File: config.mk
export PLATFORM = sky130hd
export DESIGN_NAME = scpm_top
export DESIGN_NICKNAME = d
export VERILOG_FILES = /design/src/verilog/scpm_pkg.sv /design/src/verilog/scpm_top.sv
export VERILOG_INCLUDE_DIRS = /design/src /design/src/verilog
export SDC_FILE = /design/constraint.sdc
export NUM_CORES = 1
export LEC_CHECK = 0
export ABC_AREA = 1
export BUFFER_PORTS_ARGS = -buffer_cell sky130_fd_sc_hd__buf_4
export CORE_MARGIN = 3
export CORE_UTILIZATION = 45
export DETAILED_ROUTE_END_ITERATION = 12
export GPL_TIMING_DRIVEN = 0
export PLACE_DENSITY = 0.7
export SYNTH_ARGS = -nofsm -noshare
export SYNTH_HDL_FRONTEND = slang
export SYNTH_SLANG_ARGS = --single-unit
File: constraint.sdc
create_clock -name ref_clk -period 4.1 [get_ports ref_clk]
set_input_delay 0.205 -clock ref_clk [delete_from_list [all_inputs] [get_ports ref_clk]]
set_output_delay 0.205 -clock ref_clk [all_outputs]
set_load 0.1 [all_outputs]
File: src/verilog/scpm_map.svh
// register offsets, field positions, reset values and counts of the clock/power controller
// assumes an apb slave with a 12-bit byte address and 32-bit data
`ifndef SCPM_MAP_SVH
`define SCPM_MAP_SVH
// byte addresses
`define SCPM_ADDR_SYS_MODE 12'h000
`define SCPM_ADDR_CTRL 12'h004
`define SCPM_ADDR_SUB_SEL 12'h008
`define SCPM_ADDR_STATUS 12'h00c
// system mode register fields
`define SCPM_HIGH_LOW_CLOCK_SEL_BIT 0
`define SCPM_IDLE_ON_HALT_ENABLE_BIT 1
`define SCPM_HTO_BIT 2
`define SCPM_LTO_BIT 3
`define SCPM_CKS_LSB 5
`define SCPM_SYS_MODE_RST 8'h03
// control register fields
`define SCPM_BADCODE_BIT 3
`define SCPM_FSYSKEEP_BIT 7
// sub clock select fields
`define SCPM_CRYSTAL_LOW_POWER_SEL_BIT 7
`define SCPM_SUB_SEL_RST 8'h2a
`define SCPM_CODE_LOW_SPEED_RC 7'h2a
`define SCPM_CODE_LXT 7'h55
// ready counts in oscillator edges
`define SCPM_LXT_READY 1024
`define SCPM_LOW_SPEED_RC_READY 2
`define SCPM_HS_READY 16
`endif

File: src/verilog/scpm_pkg.sv
// types of the clock/power controller
// assumes nothing beyond a systemverilog compiler
package scpm_pkg;
  // operating modes, one-hot
  typedef enum logic [5:0] {
    MODE_NORMAL = 6'h01,
    MODE_SLOW = 6'h02,
    MODE_DEEP_SLEEP = 6'h04,
    MODE_LIGHT_SLEEP = 6'h08,
    MODE_IDLE_OFF = 6'h10,
    MODE_IDLE_ON = 6'h20
  } scpm_mode_type;

  // clock and power gates driven to the rest of the chip
  typedef struct packed {
    logic cpu_clk_en;
    logic sys_clk_en;
    logic sub_clk_en;
    logic tbc_clk_en;
    logic hs_osc_en;
    logic lxt_en;
    logic low_speed_rc_en;
    logic lxt_low_power;
    logic lvd_bandgap_keep;
    logic periph_off;
  } scpm_gates_type;
endpackage : scpm_pkg

File: src/verilog/scpm_top.sv
// clock source selection and operating mode control, with apb registers
// assumes oscillator waveforms arrive as asynchronous pins; halt, wake, wdt and lvd
// enables come from logic on ref_clk
`include "scpm_map.svh"

// Summary of operation
// - bit 7 of sub_clock_select: 0 quick-start crystal drive, 1 low-power drive.
// - code 0101010 picks RC, 1010101 picks crystal, others request reset.
// - reset clears the crystal low-power bit, so crystal starts quick.
// - crystal runs in either drive; low power only starts slower.
// - low-speed clock comes from crystal or RC per the seven-bit code.
// - normal mode system clock is high-speed divided by 1 to 64.
// - system clock moving to low-speed stops the high-speed oscillator.
// - six modes; cpu clocked only in normal and slow.
// - slow mode runs from low-speed clock with high-speed off.
// - halt, idle off, voltage detect and watchdog off enters deep sleep; low clock stops.
// - light sleep stops cpu; low clock runs if lvd or watchdog on.
// - halt with idle on, keep off: idle with system oscillator stopped.
// - halt with idle on, keep on: idle with system oscillator running.
// - voltage detect enabled in sleep/idle keeps lvd, bandgap, low clock on.
// - light sleep disables peripherals except enabled watchdog and lvd.
// - divider code 000/001 low-speed, 010..111 high-speed /64 down to /2.
// - low ready flag clears in deep sleep, sets after 1024 or 2 edges.
// - high ready flag clears in sleep or idle-off, sets after 16 edges.
// - undefined source code sets a sticky flag cleared only by software.
module scpm_top #(
  parameter int DIV_STAGES = 6,
  parameter int LXT_READY = `SCPM_LXT_READY,
  parameter int LOW_SPEED_RC_READY = `SCPM_LOW_SPEED_RC_READY,
  parameter int HS_READY = `SCPM_HS_READY
) (
  // clock and reset
  input wire logic ref_clk,
  input wire logic rst_b,
  // apb slave
  input wire logic psel,
  input wire logic penable,
  input wire logic pwrite,
  input wire logic [11:0] paddr,
  input wire logic [31:0] pwdata,
  output logic [31:0] prdata,
  output logic pready,
  output logic pslverr,
  // oscillator waveforms
  input wire logic hs_osc_in,
  input wire logic low_speed_rc_osc_in,
  input wire logic lxt_osc_in,
  // cpu and neighbours
  input wire logic halt_req,
  input wire logic wake_req,
  input wire logic wdt_enable,
  input wire logic voltage_detect_enable,
  // clock outputs and gates
  output logic system_clock,
  output scpm_pkg::scpm_gates_type gates,
  output scpm_pkg::scpm_mode_type mode,
  output logic mcu_reset_req
);

  // ****************************************************************
  // parameter checks
  // ****************************************************************
  if (DIV_STAGES != 6) begin : g_bad_div
    $error("divider must have six stages");
  end
  if (LXT_READY < 2 || LXT_READY > 2047 || LOW_SPEED_RC_READY < 1 || LOW_SPEED_RC_READY > 2047) begin : g_bad_l
    $error("low ready count out of range");
  end
  if (HS_READY < 1 || HS_READY > 31) begin : g_bad_h
    $error("high ready count out of range");
  end

  // ****************************************************************
  // helpers
  // ****************************************************************
  // source 0 low-speed, 1 high-speed, 2..7 high-speed /64 .. /2
  function automatic logic src_level(input logic [2:0] src, input logic sub,
                                     input logic hs, input logic [5:0] div);
    if (src == 3'h0) return sub;
    if (src == 3'h1) return hs;
    return div[3'h7 - src];
  endfunction : src_level

  function automatic logic hit(input logic [11:0] a, input logic [11:0] reg_addr);
    return a == reg_addr;
  endfunction : hit

  // ****************************************************************
  // pin synchronisers and edge detect
  // ****************************************************************
  logic [2:0] pin_meta_q, pin_sync_q, pin_last_q, pin_rise;
  always_ff @(posedge ref_clk or negedge rst_b) begin
    if (!rst_b) begin
      pin_meta_q <= 3'h0;
      pin_sync_q <= 3'h0;
      pin_last_q <= 3'h0;
    end else begin
      pin_meta_q <= {lxt_osc_in, low_speed_rc_osc_in, hs_osc_in};
      pin_sync_q <= pin_meta_q;
      pin_last_q <= pin_sync_q;
    end
  end
  assign pin_rise = pin_sync_q & ~pin_last_q;

  // ****************************************************************
  // registers
  // ****************************************************************
  logic [2:0] cks_q, cks_d;
  logic idle_on_halt_enable_q, idle_on_halt_enable_d, high_low_clock_sel_q, high_low_clock_sel_d;
  logic system_clock_keep_q, system_clock_keep_d, bad_code_q, bad_code_d;
  logic [7:0] sub_sel_q, sub_sel_d;
  logic rst_req_q, rst_req_d;
  logic [31:0] prdata_q, prdata_d;
  logic lto_q, hto_q;
  logic [2:0] cur_src_q;
  scpm_pkg::scpm_mode_type mode_q;
  logic wr_en, rd_setup, code_bad;
  logic [6:0] new_code;

  assign wr_en = psel && penable && pwrite;
  assign rd_setup = psel && !penable && !pwrite;
  assign new_code = pwdata[6:0];
  assign code_bad = new_code != `SCPM_CODE_LOW_SPEED_RC && new_code != `SCPM_CODE_LXT;

  always_comb begin
    cks_d = cks_q;
    idle_on_halt_enable_d = idle_on_halt_enable_q;
    high_low_clock_sel_d = high_low_clock_sel_q;
    system_clock_keep_d = system_clock_keep_q;
    bad_code_d = bad_code_q;
    sub_sel_d = sub_sel_q;
    rst_req_d = 1'b0;
    prdata_d = prdata_q;
    if (wr_en && hit(paddr, `SCPM_ADDR_SYS_MODE)) begin
      cks_d = pwdata[`SCPM_CKS_LSB +: 3];
      idle_on_halt_enable_d = pwdata[`SCPM_IDLE_ON_HALT_ENABLE_BIT];
      high_low_clock_sel_d = pwdata[`SCPM_HIGH_LOW_CLOCK_SEL_BIT];
    end
    if (wr_en && hit(paddr, `SCPM_ADDR_CTRL)) begin
      system_clock_keep_d = pwdata[`SCPM_FSYSKEEP_BIT];
      bad_code_d = pwdata[`SCPM_BADCODE_BIT] & bad_code_q;
    end
    if (wr_en && hit(paddr, `SCPM_ADDR_SUB_SEL)) begin
      sub_sel_d[`SCPM_CRYSTAL_LOW_POWER_SEL_BIT] = pwdata[`SCPM_CRYSTAL_LOW_POWER_SEL_BIT];
      if (code_bad) begin
        // undefined code: reset request, code back to its default
        sub_sel_d[6:0] = 7'(`SCPM_SUB_SEL_RST);
        sub_sel_d[`SCPM_CRYSTAL_LOW_POWER_SEL_BIT] = 1'b0;
        rst_req_d = 1'b1;
        bad_code_d = 1'b1; // set wins over a clear
      end else begin
        sub_sel_d[6:0] = new_code;
      end
    end
    if (rd_setup) begin
      prdata_d = 32'h0;
      unique case (1'b1)
        hit(paddr, `SCPM_ADDR_SYS_MODE): begin
          prdata_d[`SCPM_CKS_LSB +: 3] = cks_q;
          prdata_d[`SCPM_LTO_BIT] = lto_q;
          prdata_d[`SCPM_HTO_BIT] = hto_q;
          prdata_d[`SCPM_IDLE_ON_HALT_ENABLE_BIT] = idle_on_halt_enable_q;
          prdata_d[`SCPM_HIGH_LOW_CLOCK_SEL_BIT] = high_low_clock_sel_q;
        end
        hit(paddr, `SCPM_ADDR_CTRL): begin
          prdata_d[`SCPM_FSYSKEEP_BIT] = system_clock_keep_q;
          prdata_d[`SCPM_BADCODE_BIT] = bad_code_q;
        end
        hit(paddr, `SCPM_ADDR_SUB_SEL): prdata_d[7:0] = sub_sel_q;
        hit(paddr, `SCPM_ADDR_STATUS): prdata_d[10:0] = {cur_src_q, 2'h0, mode_q};
        default: prdata_d = 32'h0;
      endcase
    end
  end

  always_ff @(posedge ref_clk or negedge rst_b) begin
    if (!rst_b) begin
      cks_q <= 3'(`SCPM_SYS_MODE_RST >> `SCPM_CKS_LSB);
      idle_on_halt_enable_q <= 1'b1;
      high_low_clock_sel_q <= 1'b1;
      system_clock_keep_q <= 1'b0;
      bad_code_q <= 1'b0;
      sub_sel_q <= `SCPM_SUB_SEL_RST; // crystal low-power bit cleared
      rst_req_q <= 1'b0;
      prdata_q <= 32'h0;
    end else begin
      cks_q <= cks_d;
      idle_on_halt_enable_q <= idle_on_halt_enable_d;
      high_low_clock_sel_q <= high_low_clock_sel_d;
      system_clock_keep_q <= system_clock_keep_d;
      bad_code_q <= bad_code_d;
      sub_sel_q <= sub_sel_d;
      rst_req_q <= rst_req_d;
      prdata_q <= prdata_d;
    end
  end

  assign pready = 1'b1;
  assign pslverr = psel && penable && !(hit(paddr, `SCPM_ADDR_SYS_MODE) ||
                   hit(paddr, `SCPM_ADDR_CTRL) || hit(paddr, `SCPM_ADDR_SUB_SEL) ||
                   hit(paddr, `SCPM_ADDR_STATUS));
  assign prdata = prdata_q;
  assign mcu_reset_req = rst_req_q;

  // ****************************************************************
  // operating mode and clock mux
  // ****************************************************************
  logic use_lxt, sub_level, hs_level, run, idle_on, sub_on, on_low;
  logic [5:0] div_q, div_d;
  logic [2:0] sel_src, cur_src_d;
  logic sys_clk_q, sys_clk_d;
  scpm_pkg::scpm_mode_type mode_d;

  assign use_lxt = sub_sel_q[6:0] == `SCPM_CODE_LXT;
  assign sub_level = use_lxt ? pin_sync_q[2] : pin_sync_q[1];
  assign hs_level = pin_sync_q[0];
  // divider code 000/001 means low-speed
  assign sel_src = high_low_clock_sel_q ? 3'h1 : ((cks_q < 3'h2) ? 3'h0 : cks_q);
  assign run = mode_q == scpm_pkg::MODE_NORMAL || mode_q == scpm_pkg::MODE_SLOW;
  assign idle_on = mode_q == scpm_pkg::MODE_IDLE_ON;
  assign on_low = cur_src_q == 3'h0 && sel_src == 3'h0;

  always_comb begin
    mode_d = mode_q;
    cur_src_d = cur_src_q;
    div_d = div_q;
    if (pin_rise[0]) begin
      div_d = div_q + 6'h1;
    end
    // switch only while both clocks sit low
    if ((run || idle_on) && sel_src != cur_src_q &&
        !src_level(cur_src_q, sub_level, hs_level, div_q) &&
        !src_level(sel_src, sub_level, hs_level, div_q)) begin
      cur_src_d = sel_src;
    end
    unique case (mode_q)
      scpm_pkg::MODE_NORMAL, scpm_pkg::MODE_SLOW: begin
        mode_d = on_low ? scpm_pkg::MODE_SLOW : scpm_pkg::MODE_NORMAL;
        if (halt_req) begin
          if (idle_on_halt_enable_q) begin
            mode_d = system_clock_keep_q ? scpm_pkg::MODE_IDLE_ON : scpm_pkg::MODE_IDLE_OFF;
          end else if (!voltage_detect_enable && !wdt_enable) begin
            mode_d = scpm_pkg::MODE_DEEP_SLEEP;
          end else begin
            mode_d = scpm_pkg::MODE_LIGHT_SLEEP;
          end
        end
      end
      scpm_pkg::MODE_DEEP_SLEEP, scpm_pkg::MODE_LIGHT_SLEEP,
      scpm_pkg::MODE_IDLE_OFF, scpm_pkg::MODE_IDLE_ON: begin
        if (wake_req) begin
          mode_d = on_low ? scpm_pkg::MODE_SLOW : scpm_pkg::MODE_NORMAL;
        end
      end
      default: mode_d = scpm_pkg::MODE_NORMAL;
    endcase
    sys_clk_d = (run || idle_on) && src_level(cur_src_q, sub_level, hs_level, div_q);
  end

  always_ff @(posedge ref_clk or negedge rst_b) begin
    if (!rst_b) begin
      mode_q <= scpm_pkg::MODE_NORMAL;
      cur_src_q <= 3'h1;
      div_q <= 6'h0;
      sys_clk_q <= 1'b0;
    end else begin
      mode_q <= mode_d;
      cur_src_q <= cur_src_d;
      div_q <= div_d;
      sys_clk_q <= sys_clk_d;
    end
  end

  assign system_clock = sys_clk_q;
  assign mode = mode_q;

  // ****************************************************************
  // clock and power gates
  // ****************************************************************
  // low clock: off only in deep sleep, or light sleep with lvd and wdt off
  assign sub_on = !(mode_q == scpm_pkg::MODE_DEEP_SLEEP) &&
                  !(mode_q == scpm_pkg::MODE_LIGHT_SLEEP && !wdt_enable &&
                    !voltage_detect_enable) || voltage_detect_enable;
  assign gates.cpu_clk_en = run;
  assign gates.sys_clk_en = run || idle_on;
  assign gates.sub_clk_en = sub_on;
  assign gates.tbc_clk_en = run || idle_on || mode_q == scpm_pkg::MODE_IDLE_OFF;
  // high-speed stops once both the mux and the selection sit on low-speed
  assign gates.hs_osc_en = mode_q == scpm_pkg::MODE_NORMAL || (idle_on && cur_src_q != 3'h0);
  assign gates.lxt_en = sub_on && use_lxt;
  assign gates.low_speed_rc_en = sub_on && !use_lxt;
  assign gates.lxt_low_power = sub_sel_q[`SCPM_CRYSTAL_LOW_POWER_SEL_BIT];
  assign gates.lvd_bandgap_keep = voltage_detect_enable && !run;
  assign gates.periph_off = mode_q == scpm_pkg::MODE_LIGHT_SLEEP;

  // ****************************************************************
  // ready flags
  // ****************************************************************
  logic lto_d, hto_d;
  logic [10:0] lcnt_q, lcnt_d;
  logic [4:0] hcnt_q, hcnt_d;
  logic [10:0] l_target;

  assign l_target = use_lxt ? 11'(LXT_READY) : 11'(LOW_SPEED_RC_READY);

  always_comb begin
    lto_d = lto_q;
    lcnt_d = lcnt_q;
    hto_d = hto_q;
    hcnt_d = hcnt_q;
    if (!sub_on) begin
      lto_d = 1'b0;
      lcnt_d = 11'h0;
    end else if (!lto_q && (use_lxt ? pin_rise[2] : pin_rise[1])) begin
      lcnt_d = lcnt_q + 11'h1;
      lto_d = (lcnt_q + 11'h1) >= l_target;
    end
    if (!gates.hs_osc_en) begin
      hto_d = 1'b0;
      hcnt_d = 5'h0;
    end else if (!hto_q && pin_rise[0]) begin
      hcnt_d = hcnt_q + 5'h1;
      hto_d = (hcnt_q + 5'h1) >= 5'(HS_READY);
    end
  end

  always_ff @(posedge ref_clk or negedge rst_b) begin
    if (!rst_b) begin
      lto_q <= 1'b0;
      lcnt_q <= 11'h0;
      hto_q <= 1'b0;
      hcnt_q <= 5'h0;
    end else begin
      lto_q <= lto_d;
      lcnt_q <= lcnt_d;
      hto_q <= hto_d;
      hcnt_q <= hcnt_d;
    end
  end

endmodule : scpm_top

==> results.json <==
{
  "grt_max_degree": 70,
  "internal_power_mw": 1.224,
  "cts-root-buf": "clkbuf_8",
  "drive_gt1_frac": 0.2740,
  "fin_crit_sh": 0.5590,
  "rr_worst_depth": 11,
  "slew_headroom": 0.4194,
  "diodes": 0,
  "holdPathStages": 3,
  "fin_crit_ns": 2.292,
  "required_ns": 3.89,
  "power_density_nw_per_um2": 439.0,
  "p_clk_frac": 0.240,
  "yosysSeqAreaShare": 0.4402,
  "cts_sinks": 69,
  "dieArea_um2": 9920,
  "endpoint_kind": "output pin",
  "final_cell_mix": "114 x nand2_1, 86 x buf_4, 67 x inv_1",
  "setup_violations": 0,
  "grt_pass1_vias": 3155,
  "ys_seq_elements": 69,
  "path_clk_slew_ns": 0.07,
  "vias_per_cell": 4.901,
  "dr.pass1.iters": 4,
  "min_to": "sub_sel_q[7]",
  "grtUsageTotal": 0.1866,
  "cts_tree": "yes",
  "antenna_found_initial": 0,
  "nets": 640,
  "leakagePower_nw": 2.495,
  "min-delay-start": "pwdata[7]",
  "synth-edff-count": 0,
  "htreeDepth": 3,
  "coreArea_um2": 8382,
  "r2r-start": "lcnt_q[0]",
  "die_x_um": 99.60,
  "cts_resized": 0,
  "status": "completed",
  "cap_violations": 0,
  "synth.distinct_cells": 43,
  "num_rows": 33,
  "drc": 0,
  "num_vias": 3377,
  "gp_congestion": 0.8642,
  "switching_power_mw": 0.8943,
  "clk_path_buf_depth": 2,
  "async_flop_share": 1.000,
  "worstPathArrival_ns": 2.09,
  "seqPwrFrac": 0.392,
  "start_kind": "flip-flop",
  "setup.worst_path.start": "cur_src_q[0]",
  "synth_warnings": 0,
  "synth_area_per_cell_um2": 8.163,
  "io_buffers": 61,
  "syn_area_um2": 3943,
  "wire_per_inst_um": 12.86,
  "fmax_mhz": 436.3,
  "regToRegSetupSlack_ns": 1.99,
  "worst_pin_slew_ns": 0.8709,
  "synthFlopType": "dfrtp_1",
  "io_pins": 108,
  "cp_max_fo": 9,
  "final-max-slew-violation-count": 0,
  "hp-class": "primary input to flip-flop",
  "rsz0062_at_grt": "no",
  "skew_ns": 0.009075,
  "cts_buffers": 9,
  "crit_type": "flip-flop to output pin",
  "total_power_mw": 2.118,
  "initial_core_util": 0.4704,
  "cts_setup_buffers": 0,
  "antenna_left": 0,
  "setup_tns_ns": 0,
  "hpwl_um": 6846,
  "finalHoldViolCount": 0,
  "global_route.overflow_total": 0,
  "final_common_cell": "nand2_1",
  "totalWireLength_um": 8858,
  "drt_iter0_markers": 256,
  "ir_drop_v": 0.0002561,
  "worstSkewPairLatency_ns": 0.34,
  "area_delta_synth_final_pct": 22.37,
  "reg2reg_to": "lto_q",
  "p_comb_frac": 0.369,
  "chipHeight_um": 99.60,
  "grt_pass1_wl_um": 14870,
  "netlist_instances": 483,
  "swShare": 0.4223
}
-- metal layers --
layer  vias up  track usage  routed length [um]
li1       1701            -                   -
met4         0      0.05672                 110
met2        74       0.2955                4149
met1      1589       0.2551                4103
met3        13      0.04348                 495
met5         -            0                   0
-- how the worst max path moves through the flow --
stage | to | slack (ns) | depth (start not counted)
after floorplan | gates[3] | 1.0 | 4
after global placement | lto_q | 2.08 | 17
after detailed placement | lto_q | 2.01 | 11
after CTS | gates[5] | 1.77 | 6
after global routing | gates[5] | 1.65 | 6
final | gates[5] | 1.81 | 6
-- cells by family after synthesis --
group           synth area share
simple gates              0.2913
buf+inv                   0.1203
flops                     0.4402
compound gates            0.1060
xor+xnor                 0.02444
fa+ha+maj                0.01587
other cells             0.001905
-- metrics by stage --
step	util	setup WS [ns]	instances	cell area, um2	hold slack (ns)
after floorplan	-	0.9988	503	4018	-0.09059
after global placement	0.5496	2.082	669	4607	0.3142
after detailed placement	0.5496	2.013	669	4607	0.3154
after CTS	0.5756	1.771	689	4825	0.1027
after global routing	0.5756	1.647	689	4825	0.1267
final	0.5756	1.808	689	4825	0.1172
-- sequential cells by signal, indices dropped and copies added, names as in the netlist, 3 cells and up --
register,flops
pin_sync_q,3
cur_src_q,3
mode,6
prdata,11
hcnt_q,4
sub_sel_q,8
lcnt_q,11
div_q,6
cks_q,3
pin_last_q,3
pin_meta_q,3
-- critical path: stages, from the launching register on --
cell and delay, ns:
dfstp_2 0.36, buf_2 0.16, nor3_1 0.27, inv_1 0.10, a21oi_1 0.50, inv_1 0.09, buf_4 0.25
-- timing repair --
item,in CTS,in global routing
endpoints found under the hold margin,8,0
endpoints found under the setup margin,0,0
hold buffers,4,0
-- power by group through the flow --
stage	Clock [mW]	Combinational [mW]	Sequential, mW
final	0.508	0.781	0.830
after global routing	0.549	0.853	0.842
after detailed placement	0	0.781	0.844
after CTS	0.523	0.786	0.831
after floorplan	0	0.551	0.899
after global placement	0	0.767	0.839
-- area by class of cell --
cell class,instances,area [um2]
flip-flops and latches,69,1735
clock buffers,12,155.1
repair buffers,65,498.0
clock inverters,4,22.52
inverters,71,266.5
well taps,105,131.4
multi-input cells,335,1808
fillers,792,3557
plain buffers,28,207.7
-- cell usage after synthesis, types with 10 or more instances --
cell	instances	area [um2]
nor2_1	33	123.9
xor2_1	11	96.34
o21ai_2	10	87.58
dfrtp_1	62	1551
inv_1	67	251.5
nand2_1	114	427.9
nor3_1	11	55.05
nand4_1	11	68.82
o21ai_0	25	125.1
nand3_1	28	140.1
buf_4	25	187.7
No activity file was read; power rests on OpenSTA's default activity.
